<file path="config.mk">
export PLATFORM = sky130hd
export DESIGN_NAME = dim_monitor
export DESIGN_NICKNAME = d
export VERILOG_FILES = /design/src/hdl/dim_pkg.sv /design/src/hdl/dim_input_sync.sv /design/src/hdl/dim_timer.sv /design/src/hdl/dim_monitor.sv
export VERILOG_INCLUDE_DIRS = /design/src /design/src/hdl
export SDC_FILE = /design/constraint.sdc
export NUM_CORES = 1
export LEC_CHECK = 0
export ABC_AREA = 1
export BUFFER_PORTS_ARGS = -buffer_cell sky130_fd_sc_hd__buf_2
export CAP_MARGIN = 20
export CORE_MARGIN = 5
export CORE_UTILIZATION = 65
export CTS_CLUSTER_SIZE = 10
export DETAILED_ROUTE_END_ITERATION = 12
export HOLD_SLACK_MARGIN = 0.03
export MAX_ROUTING_LAYER = met4
export PLACE_DENSITY = 0.9
export REMOVE_ABC_BUFFERS = 1
export SYNTH_ARGS = -nofsm -noshare
export SYNTH_HDL_FRONTEND = slang
export SYNTH_SLANG_ARGS = --single-unit
</file>
<file path="constraint.sdc">
create_clock -name clk -period 12.2 [get_ports clk]
set_input_delay 1.22 -clock clk [delete_from_list [all_inputs] [get_ports clk]]
set_output_delay 1.22 -clock clk [all_outputs]
set_load 0.005 [all_outputs]
</file>
<file path="src/hdl/dim_map.svh">
`ifndef DIM_MAP_SVH
`define DIM_MAP_SVH

// ==========================================================
// clock and time base
`define DIM_CLK_PERIOD_NS 100
`define DIM_TICK_NS       1000000
`define DIM_TICK_CYCLES   (`DIM_TICK_NS / `DIM_CLK_PERIOD_NS)

// ==========================================================
// data widths
`define DIM_POS_W  32
`define DIM_SPD_W  16
`define DIM_TIME_W 16
`define DIM_PCT_W  7
`define DIM_PCT_FULL 100

// ==========================================================
// synchronised pin positions
`define DIM_PIN_COUNT 6
`define DIM_PIN_POS   0
`define DIM_PIN_NEG   1
`define DIM_PIN_INC   2
`define DIM_PIN_SR    3
`define DIM_PIN_STOP  4
`define DIM_PIN_RST   5

`endif

</file>
<file path="src/hdl/dim_pkg.sv">
package dim_pkg;

    typedef enum logic [1:0] {DIR_IDLE, DIR_DELAY, DIR_ACTIVE} dim_dir_state_type;

    typedef enum logic [1:0] {
        INC_IDLE, INC_DELAY, INC_MONITOR, INC_STANDSTILL
    } dim_inc_state_type;

    typedef enum logic [1:0] {SR_IDLE, SR_DELAY, SR_MONITOR} dim_sr_state_type;

endpackage

</file>
<file path="src/hdl/dim_input_sync.sv">
`timescale 1ns/100ps
module dim_input_sync #(
    parameter int W = 6
) (
    // clock and reset
    input  wire logic         clk,
    input  wire logic         nrst,
    // raw pins
    input  wire logic [W-1:0] pinRaw,
    // synchronised view
    output logic      [W-1:0] pinLevel,
    output logic      [W-1:0] pinFall,
    output logic      [W-1:0] pinRise
);
    logic [W-1:0] meta_reg;
    logic [W-1:0] sync_reg;
    logic [W-1:0] prev_reg;

    // ==========================================================
    // two-flop synchroniser and previous sample
    always_ff @(posedge clk or negedge nrst) begin
        if (!nrst) begin
            meta_reg <= '1;
            sync_reg <= '1;
            prev_reg <= '1;
        end else begin
            meta_reg <= pinRaw;
            sync_reg <= meta_reg;
            prev_reg <= sync_reg;
        end
    end

    assign pinLevel = sync_reg;
    assign pinFall  = prev_reg & ~sync_reg;
    assign pinRise  = ~prev_reg & sync_reg;
endmodule

</file>
<file path="src/hdl/dim_timer.sv">
`timescale 1ns/100ps
module dim_timer #(
    parameter int TW = 16
) (
    // clock and reset
    input  wire logic          clk,
    input  wire logic          nrst,
    // control
    input  wire logic          tick,
    input  wire logic          load,
    input  wire logic [TW-1:0] loadValue,
    input  wire logic          clear,
    // status
    output logic               running,
    output logic               expired
);
    logic [TW-1:0] count_reg;
    logic [TW-1:0] count_next;
    logic          run_reg;
    logic          run_next;

    // ==========================================================
    // countdown in time-base ticks
    always_comb begin
        count_next = count_reg;
        run_next   = run_reg;
        if (load) begin
            count_next = loadValue;
            run_next   = 1'b1;
        end else if (clear) begin
            run_next = 1'b0;
        end else if (run_reg && tick && count_reg != '0) begin
            count_next = count_reg - TW'(1);
        end
    end

    always_ff @(posedge clk or negedge nrst) begin
        if (!nrst) begin
            count_reg <= '0;
            run_reg   <= 1'b0;
        end else begin
            count_reg <= count_next;
            run_reg   <= run_next;
        end
    end

    assign running = run_reg && count_reg != '0;
    assign expired = run_reg && count_reg == '0;
endmodule

</file>
<file path="src/hdl/dim_monitor.sv">
`timescale 1ns/100ps
`include "dim_map.svh"
module dim_monitor #(
    parameter int TICK_CYCLES = `DIM_TICK_CYCLES,
    parameter int POS_W       = `DIM_POS_W,
    parameter int SPD_W       = `DIM_SPD_W,
    parameter int TIME_W      = `DIM_TIME_W
) (
    // clock and reset
    input  wire logic                clk,
    input  wire logic                nrst,
    // activation pins, active low
    input  wire logic                positiveDirectionRequestN,
    input  wire logic                negativeDirectionRequestN,
    input  wire logic                incrementRequestN,
    input  wire logic                speedRangeRequestN,
    input  wire logic                rampStopRequestN,
    input  wire logic                integrityLevelResetIn,
    // encoder
    input  wire logic signed [POS_W-1:0] motorPosition,
    input  wire logic signed [SPD_W-1:0] motorSpeed,
    // delays and times, in time-base ticks
    input  wire logic [TIME_W-1:0]   directionDelay,
    input  wire logic [TIME_W-1:0]   incrementDelay,
    input  wire logic [TIME_W-1:0]   speedRangeDelay,
    input  wire logic [TIME_W-1:0]   standstillTime,
    input  wire logic [TIME_W-1:0]   toleranceTime,
    input  wire logic [TIME_W-1:0]   tolerancePeriod,
    // increment configuration
    input  wire logic [POS_W-1:0]    maxIncrement,
    input  wire logic [SPD_W-1:0]    incrementSpeedLimit,
    input  wire logic [SPD_W-1:0]    standstillLimit,
    input  wire logic [POS_W-1:0]    standstillWindow,
    input  wire logic                checkStandstill,
    input  wire logic                autoReactivate,
    input  wire logic                standstillWindowEn,
    // speed range configuration
    input  wire logic signed [SPD_W-1:0] speedMax,
    input  wire logic signed [SPD_W-1:0] speedMin,
    input  wire logic [`DIM_PCT_W-1:0]   tolerancePercent,
    input  wire logic                toleranceEn,
    // status
    output logic                     readyOut,
    output logic                     torqueOffAck,
    output logic                     brakingRampStop,
    output logic                     directionAck,
    output logic                     rangeAck,
    output logic                     standstillAck
);
    import dim_pkg::*;

    localparam int TCW = $clog2(TICK_CYCLES);

    // ==========================================================
    // helpers
    function automatic logic [SPD_W-1:0] absSpd(input logic signed [SPD_W-1:0] v);
        absSpd = v[SPD_W-1] ? SPD_W'(-v) : v;
    endfunction

    function automatic logic [POS_W-1:0] absDiff(input logic signed [POS_W-1:0] a,
                                                 input logic signed [POS_W-1:0] b);
        logic signed [POS_W-1:0] d;
        d = a - b;
        absDiff = d[POS_W-1] ? POS_W'(-d) : d;
    endfunction

    function automatic logic [SPD_W-1:0] tolBand(input logic [SPD_W-1:0] mag,
                                                 input logic [`DIM_PCT_W-1:0] pct);
        logic [SPD_W+`DIM_PCT_W-1:0] prod;
        prod = mag * pct;
        tolBand = SPD_W'(prod / `DIM_PCT_FULL);
    endfunction

    // ==========================================================
    // pin synchronisers
    logic [`DIM_PIN_COUNT-1:0] pinLevel;
    logic [`DIM_PIN_COUNT-1:0] pinFall;
    logic [`DIM_PIN_COUNT-1:0] pinRise;

    dim_input_sync #(.W(`DIM_PIN_COUNT)) uSync (
        .clk      (clk),
        .nrst     (nrst),
        .pinRaw   ({integrityLevelResetIn, rampStopRequestN, speedRangeRequestN,
                    incrementRequestN, negativeDirectionRequestN,
                    positiveDirectionRequestN}),
        .pinLevel (pinLevel),
        .pinFall  (pinFall),
        .pinRise  (pinRise)
    );

    logic posLow;
    logic negLow;
    logic incLow;
    logic srLow;
    assign posLow = !pinLevel[`DIM_PIN_POS];
    assign negLow = !pinLevel[`DIM_PIN_NEG];
    assign incLow = !pinLevel[`DIM_PIN_INC];
    assign srLow  = !pinLevel[`DIM_PIN_SR];

    // ==========================================================
    // time base
    logic [TCW-1:0] tickCnt_reg;
    logic [TCW-1:0] tickCnt_next;
    logic           tick;

    assign tick = tickCnt_reg == TCW'(TICK_CYCLES - 1);

    always_comb begin
        tickCnt_next = tick ? '0 : tickCnt_reg + TCW'(1);
    end

    // ==========================================================
    // timers
    logic dirLoad, dirExpired;
    logic incLoad, incExpired;
    logic srLoad, srExpired;
    logic tolTimeLoad, tolTimeClear, tolTimeRun, tolTimeExpired;
    logic tolPerLoad, tolPerClear, tolPerExpired;
    logic [TIME_W-1:0] incLoadVal;

    dim_timer #(.TW(TIME_W)) uDirTimer (
        .clk(clk), .nrst(nrst), .tick(tick), .load(dirLoad),
        .loadValue(directionDelay), .clear(1'b0),
        .running(), .expired(dirExpired));
    dim_timer #(.TW(TIME_W)) uIncTimer (
        .clk(clk), .nrst(nrst), .tick(tick), .load(incLoad),
        .loadValue(incLoadVal), .clear(1'b0),
        .running(), .expired(incExpired));
    dim_timer #(.TW(TIME_W)) uSrTimer (
        .clk(clk), .nrst(nrst), .tick(tick), .load(srLoad),
        .loadValue(speedRangeDelay), .clear(1'b0),
        .running(), .expired(srExpired));
    dim_timer #(.TW(TIME_W)) uTolTimer (
        .clk(clk), .nrst(nrst), .tick(tick), .load(tolTimeLoad),
        .loadValue(toleranceTime), .clear(tolTimeClear),
        .running(tolTimeRun), .expired(tolTimeExpired));
    dim_timer #(.TW(TIME_W)) uPerTimer (
        .clk(clk), .nrst(nrst), .tick(tick), .load(tolPerLoad),
        .loadValue(tolerancePeriod), .clear(tolPerClear),
        .running(), .expired(tolPerExpired));

    logic stop_reg;
    logic stop_next;

    // ==========================================================
    // direction monitor
    dim_dir_state_type dirState_reg, dirState_next;
    logic dirPos_reg, dirPos_next;
    logic dirViol;
    logic dirMonLow;

    assign dirMonLow = dirPos_reg ? posLow : negLow;

    always_comb begin
        dirState_next = dirState_reg;
        dirPos_next   = dirPos_reg;
        dirLoad       = 1'b0;
        dirViol       = 1'b0;
        if (pinFall[`DIM_PIN_POS] || pinFall[`DIM_PIN_NEG]) begin
            dirState_next = DIR_DELAY;
            dirPos_next   = pinFall[`DIM_PIN_POS];
            dirLoad       = 1'b1;
        end else begin
            case (dirState_reg)
                DIR_IDLE: ;
                DIR_DELAY: begin
                    if (!dirMonLow)
                        dirState_next = DIR_IDLE;
                    else if (dirExpired)
                        dirState_next = DIR_ACTIVE;
                end
                DIR_ACTIVE: begin
                    if (!dirMonLow)
                        dirState_next = DIR_IDLE;
                    else if (dirPos_reg ? motorSpeed < 0 : motorSpeed > 0)
                        dirViol = 1'b1;
                end
                default: dirState_next = DIR_IDLE;
            endcase
        end
        // old request may overlap only while the new delay runs
        if (posLow && negLow && dirState_next != DIR_DELAY)
            dirViol = 1'b1;
        if (stop_reg)
            dirState_next = DIR_IDLE;
    end

    // ==========================================================
    // increment monitor
    dim_inc_state_type incState_reg, incState_next;
    logic signed [POS_W-1:0] origin_reg, origin_next;
    logic [POS_W-1:0] travel;
    logic [SPD_W-1:0] speedMag;
    logic incViol;

    assign travel   = absDiff(motorPosition, origin_reg);
    assign speedMag = absSpd(motorSpeed);

    always_comb begin
        incState_next = incState_reg;
        origin_next   = origin_reg;
        incLoad       = 1'b0;
        incLoadVal    = incrementDelay;
        incViol       = 1'b0;
        if (pinFall[`DIM_PIN_INC]) begin
            incState_next = INC_DELAY;
            incLoad       = 1'b1;
            if (checkStandstill && speedMag > standstillLimit)
                incViol = 1'b1;
        end else begin
            case (incState_reg)
                INC_IDLE: ;
                INC_DELAY: begin
                    if (!incLow) begin
                        incState_next = INC_IDLE;
                    end else if (incExpired) begin
                        incState_next = INC_MONITOR;
                        origin_next   = motorPosition;
                    end
                end
                INC_MONITOR: begin
                    if (!incLow) begin
                        incState_next = INC_IDLE;
                    end else if (travel > maxIncrement || speedMag > incrementSpeedLimit) begin
                        incViol = 1'b1;
                    end else if (autoReactivate && travel != '0
                                 && speedMag <= standstillLimit) begin
                        incState_next = INC_STANDSTILL;
                        incLoad       = 1'b1;
                        incLoadVal    = standstillTime;
                        origin_next   = motorPosition;
                    end
                end
                INC_STANDSTILL: begin
                    if (!incLow) begin
                        incState_next = INC_IDLE;
                    end else if (standstillWindowEn && travel > standstillWindow) begin
                        incViol = 1'b1;
                    end else if (incExpired) begin
                        incState_next = INC_MONITOR;
                        origin_next   = motorPosition;
                    end
                end
                default: incState_next = INC_IDLE;
            endcase
        end
        if (stop_reg)
            incState_next = INC_IDLE;
    end

    // ==========================================================
    // speed range monitor with tolerance
    dim_sr_state_type srState_reg, srState_next;
    logic armed_reg, armed_next;
    logic srViol;
    logic outside;
    logic outTol;
    logic signed [SPD_W:0] tolHi;
    logic signed [SPD_W:0] tolLo;

    assign tolHi   = (SPD_W+1)'(speedMax) + (SPD_W+1)'({1'b0, tolBand(absSpd(speedMax),
                                                                 tolerancePercent)});
    assign tolLo   = (SPD_W+1)'(speedMin) - (SPD_W+1)'({1'b0, tolBand(absSpd(speedMin),
                                                                 tolerancePercent)});
    assign outside = motorSpeed > speedMax || motorSpeed < speedMin;
    assign outTol  = (SPD_W+1)'(motorSpeed) > tolHi || (SPD_W+1)'(motorSpeed) < tolLo;

    always_comb begin
        srState_next = srState_reg;
        armed_next   = armed_reg;
        srLoad       = 1'b0;
        srViol       = 1'b0;
        tolTimeLoad  = 1'b0;
        tolTimeClear = 1'b0;
        tolPerLoad   = 1'b0;
        tolPerClear  = 1'b0;
        if (pinFall[`DIM_PIN_SR]) begin
            srState_next = SR_DELAY;
            srLoad       = 1'b1;
            armed_next   = 1'b0;
            tolPerClear  = 1'b1;
            tolTimeClear = 1'b1;
        end else begin
            case (srState_reg)
                SR_IDLE: ;
                SR_DELAY: begin
                    if (!srLow)
                        srState_next = SR_IDLE;
                    else if (srExpired)
                        srState_next = SR_MONITOR;
                end
                SR_MONITOR: begin
                    if (!srLow) begin
                        srState_next = SR_IDLE;
                    end else if (!toleranceEn) begin
                        srViol = outside;
                    end else if (!armed_reg) begin
                        if (outside) begin
                            armed_next  = 1'b1;
                            tolPerLoad  = 1'b1;
                            tolTimeLoad = 1'b1;
                        end
                    end else begin
                        if (outTol || (outside && tolTimeExpired))
                            srViol = 1'b1;
                        if (!outside)
                            tolTimeClear = 1'b1;
                        else if (!tolTimeRun && !tolTimeExpired)
                            tolTimeLoad = 1'b1;
                        if (tolPerExpired && !outside) begin
                            armed_next  = 1'b0;
                            tolPerClear = 1'b1;
                        end
                    end
                end
                default: srState_next = SR_IDLE;
            endcase
        end
        if (stop_reg)
            srState_next = SR_IDLE;
    end

    // ==========================================================
    // braking ramp stop latch
    always_comb begin
        stop_next = stop_reg;
        if (pinRise[`DIM_PIN_RST] && pinLevel[`DIM_PIN_STOP])
            stop_next = 1'b0;
        // a violation in the clearing cycle still wins
        if (dirViol || incViol || srViol || !pinLevel[`DIM_PIN_STOP])
            stop_next = 1'b1;
    end

    always_ff @(posedge clk or negedge nrst) begin
        if (!nrst) begin
            tickCnt_reg  <= '0;
            dirState_reg <= DIR_IDLE;
            dirPos_reg   <= 1'b0;
            incState_reg <= INC_IDLE;
            origin_reg   <= '0;
            srState_reg  <= SR_IDLE;
            armed_reg    <= 1'b0;
            stop_reg     <= 1'b0;
        end else begin
            tickCnt_reg  <= tickCnt_next;
            dirState_reg <= dirState_next;
            dirPos_reg   <= dirPos_next;
            incState_reg <= incState_next;
            origin_reg   <= origin_next;
            srState_reg  <= srState_next;
            armed_reg    <= armed_next;
            stop_reg     <= stop_next;
        end
    end

    // ==========================================================
    // outputs
    assign brakingRampStop = stop_reg;
    assign readyOut        = !stop_reg;
    assign torqueOffAck    = stop_reg && speedMag <= standstillLimit;
    assign directionAck    = dirState_reg == DIR_ACTIVE;
    assign rangeAck        = incState_reg == INC_MONITOR
                             || srState_reg == SR_MONITOR;
    assign standstillAck   = incState_reg == INC_STANDSTILL;
endmodule

</file>
Yosys cells after proc, flatten, opt, wreduce, memory -nomap -nowiden --
Index checks and enable logic that the tools add are counted.
Cells by class: $add $sub $neg 13, multiply operators 2, divide/modulo/power cells 2, $lt $le $gt $ge 11, eq/ne operators 24, mux-type cells 116, bitwise logic cells 5, reduce and logical (&&, ||, !) cells 74
Operators by type and width (count):
- $mux 16 | 20
- $mux 32 | 8
- $pmux 32 s3 | 1
- $logic_not 16->1 | 5
- $reduce_bool 16->1 | 5
- $sub 16x1->16 const B | 5
- $div 23x7->32 const B | 2
- $gt 32x32->1 | 2
- $mux 1 | 63
- $gt 16x16->1 | 3
- $neg 16->16 | 3
- $mul 16x7->23 | 2
- $mux 2 | 19
- $neg 32->32 | 1
- $reduce_bool 32->1 | 1
- $sub 32x32->32 | 1
- $logic_and 1x1->1 | 27
- $ne 5x4->1 const B | 4
- $reduce_bool 2->1 | 10
- $ne 2x2->1 const B | 9
- $pmux 2 s3 | 3
- $add 17x16->17 | 1
- $gt 16x17->1 | 1
- $lt 16x17->1 | 1
- 28 further kinds | 50
Storage, ports and cells: register bits after elaboration 158, output and inout bits 6

Longest topological paths before layout --
depth in word-level cells 17, mapped depth 145, gate-level depth less buffers 144

Cells and area by module --
Synthesis repeated with hierarchy kept, for this count alone.
Unflattened totals: cells, all modules 4741, area, all modules 31255.0 um^2
Modules (own cells, without submodules):
- dim_monitor | instances 1, cells each 3676, area each 24099.4 um^2, seq. area each 1376.3 um^2
- dim_timer (uDirTimer ...) | instances 4, cells each 205, area each 1316.3 um^2, seq. area each 425.4 um^2
- dim_timer (uTolTimer) | instances 1, cells each 203, area each 1327.5 um^2, seq. area each 425.4 um^2
- dim_input_sync | instances 1, cells each 42, area each 563.0 um^2, seq. area each 473.0 um^2

Least setup slack after synthesis --
Ideal clock, no wire load.
kind input to register, start input speedMin[0], end register stop_reg (netlist: brakingRampStop), setup time 126 ps, arrival 16293 ps, required time 12074 ps, path slack -4219 ps, stages 123, path through clkbuf_1 inv_1 ha_1 inv_1 nor3_1 inv_1 nor3_1 a31oi_1 nor2_1 inv_1 o41ai_1 xor2_1 nor2_1 fa_1 fa_1 fa_1 inv_1 fa_1 [87 not listed] o21ai_0 a21oi_1 o21bai_1 a21oi_1 o21bai_1 a21oi_1 o21ai_0 a21o_1 a21oi_1 xor2_1 ha_1 nand2_1 nor2_1 a211oi_1 o211ai_1 a32o_1 nand2_1 nand3_1
On the way: longest elaborated chain between the ends 17, elaborated cells between the ends (all ways) 21, those cells by class add/sub (2); mul (1); div (1); order compare (2); mux (8); reduce/logical (7)
Ends and longest elaborated chain:
- start, declared | RTL line dim_monitor.sv:39 | input wire logic signed [SPD_W-1:0] speedMin,
- $neg 16->16 | RTL line dim_monitor.sv:57 | absSpd = v[SPD_W-1] ? SPD_W'(-v) : v;
- $mux 16 | RTL line dim_monitor.sv:57
- $mul 16x7->23 | RTL line dim_monitor.sv:70 | prod = mag * pct;
- $div 23x7->32 (no line)
- $sub 17x16->17 | RTL line dim_monitor.sv:263 | assign tolLo = (SPD_W+1)'(speedMin) - (SPD_W+1)'({1'b0, tolBand(absSpd(speedMin),
- $lt 16x17->1 | RTL line dim_monitor.sv:266 | assign outTol = (SPD_W+1)'(motorSpeed) > tolHi || (SPD_W+1)'(motorSpeed) < tolLo;
- $logic_or 1x1->1 | RTL line dim_monitor.sv:266
- $logic_or 1x1->1 | RTL line dim_monitor.sv:304 | if (outTol || (outside && tolTimeExpired))
- $mux 1 | RTL line dim_monitor.sv:304
- $mux 1 | RTL line dim_monitor.sv:297 | end else if (!armed_reg) begin
- $mux 1 (*) | RTL line dim_monitor.sv:295 | end else if (!toleranceEn) begin
- $mux 1 (*) | RTL line dim_monitor.sv:293 | if (!srLow) begin
- $mux 1 (*) | RTL line dim_monitor.sv:284 | case (srState_reg)
- $mux 1 (*) | RTL line dim_monitor.sv:277 | if (pinFall[`DIM_PIN_SR]) begin
- $logic_or 1x1->1 (*) (2 in a row) | RTL line dim_monitor.sv:330 | if (dirViol || incViol || srViol || !pinLevel[`DIM_PIN_STOP])
- $mux 1 or $reduce_bool 2->1 (tied branches)
- end signal, assigned | RTL line dim_monitor.sv:352 | stop_reg <= stop_next;
- end, declared | RTL line dim_monitor.sv:142 | logic stop_reg;
Mark *: on every way between the ends. The rest lies on a longest branch, timed or not. A chain may end at the register's enable or synchronous reset.

Worst setup path after layout --
Ends and elaborated chain as after synthesis.

==> summary.md <==
The core box area was 0.0454 sq mm. After detailed placement, the total cell area comes to 0.0358 sq mm. The kind of cell with the highest combined delay along the critical path is simple AND/OR/NAND/NOR gates. On the worst path, the slowest cell contributes a delay of 560 ps.

The detailed router finished its first iteration with 3,238 violations. In this run the worst path has a maximum fanout of 8. Derived from the worst setup path, the maximum achievable clock frequency is 53.5 MHz. Yosys instantiated no cell more often than sky130_fd_sc_hd__nand2_1. The post-synth design cell area was 0.0299 sq mm; the cell area after layout was 0.0379 sq mm. For the worst path setup slack after routing, the log shows -6490 ps.

The clock reaches the later pin of the worst-skew pair after 460 ps. The half-perimeter wire length of the detailed placement result was 74,200 um; the total of endpoints with negative setup slack in the final report was 1. The die area is 0.0503 sq mm, and the final weighted congestion in routability-driven placement is 1.02. Counting along the longest clock path gives a buffer depth of 2. The total length of routed wires was 101,000 um; the layout cell share with drive strength beyond 1 was 0.282.

STA puts the critical path data required time at 12,520 ps. Clock tree synthesis found a total of 157 sinks. The checks that failed: setup timing. The tools report the count of endpoints failing hold in the final timing report as 0. The number of antenna violations at the first check in global routing is 19, and the wire length of the first global-routing pass is 150,000 um. Once layout is complete, the cells apart from fillers number 5,916. The run gives -6490 ps as the setup TNS.

The largest total area in the synthesized netlist belongs to sky130_fd_sc_hd__ha_1. The worst path in the final design needs a cycle of 18,690 ps, including I/O delays and setup. After synthesis, the cell types taking the most area are sky130_fd_sc_hd__ha_1, sky130_fd_sc_hd__dfrtp_1, sky130_fd_sc_hd__nand2_1, sky130_fd_sc_hd__inv_1, sky130_fd_sc_hd__fa_1. During synthesis, Yosys emitted a total of 0 warnings.

The count of buffers added on input and output ports is 296. TritonCTS created 17 clock buffers. Dividing the detail-routed via count by the number of cells gives 5.83. At the end of the flow, the number of nets in the layout was 6,030.

Synthesis inferred 157 register bits. The part of the Yosys area used for sequential elements was 0.132. Clock tree synthesis selected as its root buffer the cell sky130_fd_sc_hd__clkbuf_16. The floorplan die width is 224 um. The proportion of netlist area held by the largest area contributor was 0.132. The run gives 95 as the maximum number of pins on one net before global-route repair. The main flop type after synthesis was sky130_fd_sc_hd__dfrtp_1. The number of buffer and inverter instances along the worst setup path is 28, and the number of remaining DRC errors is 0.

The register with the most flip-flops in the layout has 32 of them. The synthesis-to-finish area growth was 26.9%. The number of top-level design ports is 297. The slowest stage of the critical path is the sky130_fd_sc_hd__fa_1 cell. The actual transition at the worst max-transition pin was 898 ps.

Synthesis instantiated 76 different standard cells from the library. The count of nets left with antenna violations once routing finished came out at 0. The number of search-and-repair iterations in the first detailed-routing pass was 8. TritonCTS built the clock tree.

CTS built an H-tree with a depth of 4. Number of global-route vias before repair: 32,100. By instance count, the cell type seen most on the critical path is sky130_fd_sc_hd__nand2_1. The critical path in this run is classified as in2reg. The final clock period utilization by the worst path is 1.53, and the share of async-settable or async-resettable flops after synthesis is 1.00. After synthesis, the most frequently instantiated cells are sky130_fd_sc_hd__nand2_1, sky130_fd_sc_hd__inv_1, sky130_fd_sc_hd__nor2_1. Max-cap violations in this run came to 0. The starting density of the core came out at 0.658. The clock arrives with 14.3 ps of skew.

The flow ran to the end, but the final reports show violations. Number of placement rows: 78. The total overflow left after global routing is 0.

The via count of the routed design is 34,500. For the total global routing track utilization, the log shows 0.365. The synthesized design contains 0 enable-type register cells. Averaged over all synthesized cells, the footprint is 6.70 sq um. The arrival time at the worst endpoint was 19,000 ps. Clock-pin slew was measured on the worst setup and hold paths at 70 ps. After detailed routing, the average wire length per cell comes to 17.1 um. The worst setup path is launched from a primary input.

In this run the vertical extent of the chip is 224 um. The tools report the core occupancy in the finished layout as 0.835. Synthesis handed over a netlist of 4,459 instances. The number of cells in the design after placement is 5,812, and the hold buffer count at CTS is 0. The tools report the count of final max-slew check failures as 0.

The tools report the max-slew headroom at the worst pin as 0.400. Worst hold path class: reg2reg. Setup repair after global routing could not meet its margin everywhere.

STA classifies the critical path endpoint as a register.
-- layout by cell type, fill, tap and decap left out, drive strengths merged, types with 3 or more instances in the layout --
master   netlist  routed
dfrtp        140     140
nand4         95      95
and2           4       4
nand3b         9       9
buf            3     867
a21boi         3       3
ha           315     315
o21a           9       9
o311ai         6       6
a211oi        12      12
o31ai         11      11
or2           13      13
xnor2         39      39
a21o           9       9
nor2         507     507
o221ai         6       6
o41ai          4       4
inv          871     883
fa           141     141
or4            3       3
a31oi         20      20
nor4          20      20
clkbuf        59      18
nor3          69      69
nand2       1066    1066
nand3        259     259
mux2           8       8
clkinv        16      18
a21oi        222     222
a31o           4       4
xor2         151     151
dfstp         17      17
o21ai        247     247
o21bai        28      28
diode          0      20
o2111ai        6       6
o211ai        49      49
-- worst reg2reg max path: cells and delay by family, from the launching register on --
kind / cells / cell delay [ps]
AO/OA/AOI/OAI: 19 / 4090
XOR/XNOR: 1 / 190
AND/OR/NAND/NOR: 17 / 3440
buffers and inverters: 8 / 1560
flip-flops: 1 / 330
adder cells (fa/ha/maj): 1 / 340
-- path summary, 6_finish.rpt --
| path | cells after the start | end | slack [ps] | startpoint |
|---|---|---|---|---|
| max | 136 | brakingRampStop | -6490 | speedMin[0] |
| min | 0 | uSync.pinLevel[0] | 350 | uSync.meta_reg[0] |
| max in group asynchronous | 2 | uIncTimer.count_reg[3] | 9940 | nrst |
| min reg2reg | 0 | uSync.pinLevel[0] | 350 | uSync.meta_reg[0] |
| min in group asynchronous | 1 | uPerTimer.count_reg[7] | 840 | nrst |
| max reg2reg | 46 | uIncTimer.count_reg[12] | 2130 | origin_reg[2] |
-- timing repair --
item | CTS | global route
pin swaps | 33 | 99
endpoints found under the setup margin | 1 | 1
buffers inserted | 27 | 23
resized for setup | 72 | 163
-- logic make-up (layout without fill, tap and decap cells) --
| group | Yosys count | after routing | share of synthesized area |
|---|---|---|---|
| buffers and inverters | 949 | 1786 | 0.120 |
| flip-flops | 157 | 157 | 0.132 |
| other | 0 | 20 | 0 |
| multiplexers | 9 | 9 | 0.00335 |
| adder cells (fa/ha/maj) | 456 | 456 | 0.226 |
| AND/OR/NAND/NOR | 2051 | 2051 | 0.336 |
| AO/OA/AOI/OAI | 647 | 647 | 0.126 |
| XOR/XNOR | 190 | 190 | 0.0560 |
-- through the flow --
stage | setup WS [ps] | hold slack [ps]
global route | -7270 | 360
detailed placement | -6010 | 347
CTS | -4890 | 356
finish | -6490 | 355
floorplan | -4090 | 345
global placement | -5520 | 346
-- metal layers --
| layer | wire length, um | GRT usage |
|---|---|---|
| met2 | 46200 | 0.593 |
| met4 | 7130 | 0.163 |
| met5 | 0 | - |
| met1 | 37500 | 0.450 |
| met3 | 10300 | 0.0615 |
-- final cells by class --
type	instances	area (sq um)
multi-input cells	3353	23400
fillers	2690	7470
repair buffers	867	5840
flip-flops and latches	157	3950
inverters	887	3340
well taps	600	751
clock buffers	18	429
clock inverters	14	140
diodes	20	50.0
Power is left out: the tool's default activity adds up to more than one toggle a clock period on the data nets, which glitch-free logic cannot reach.
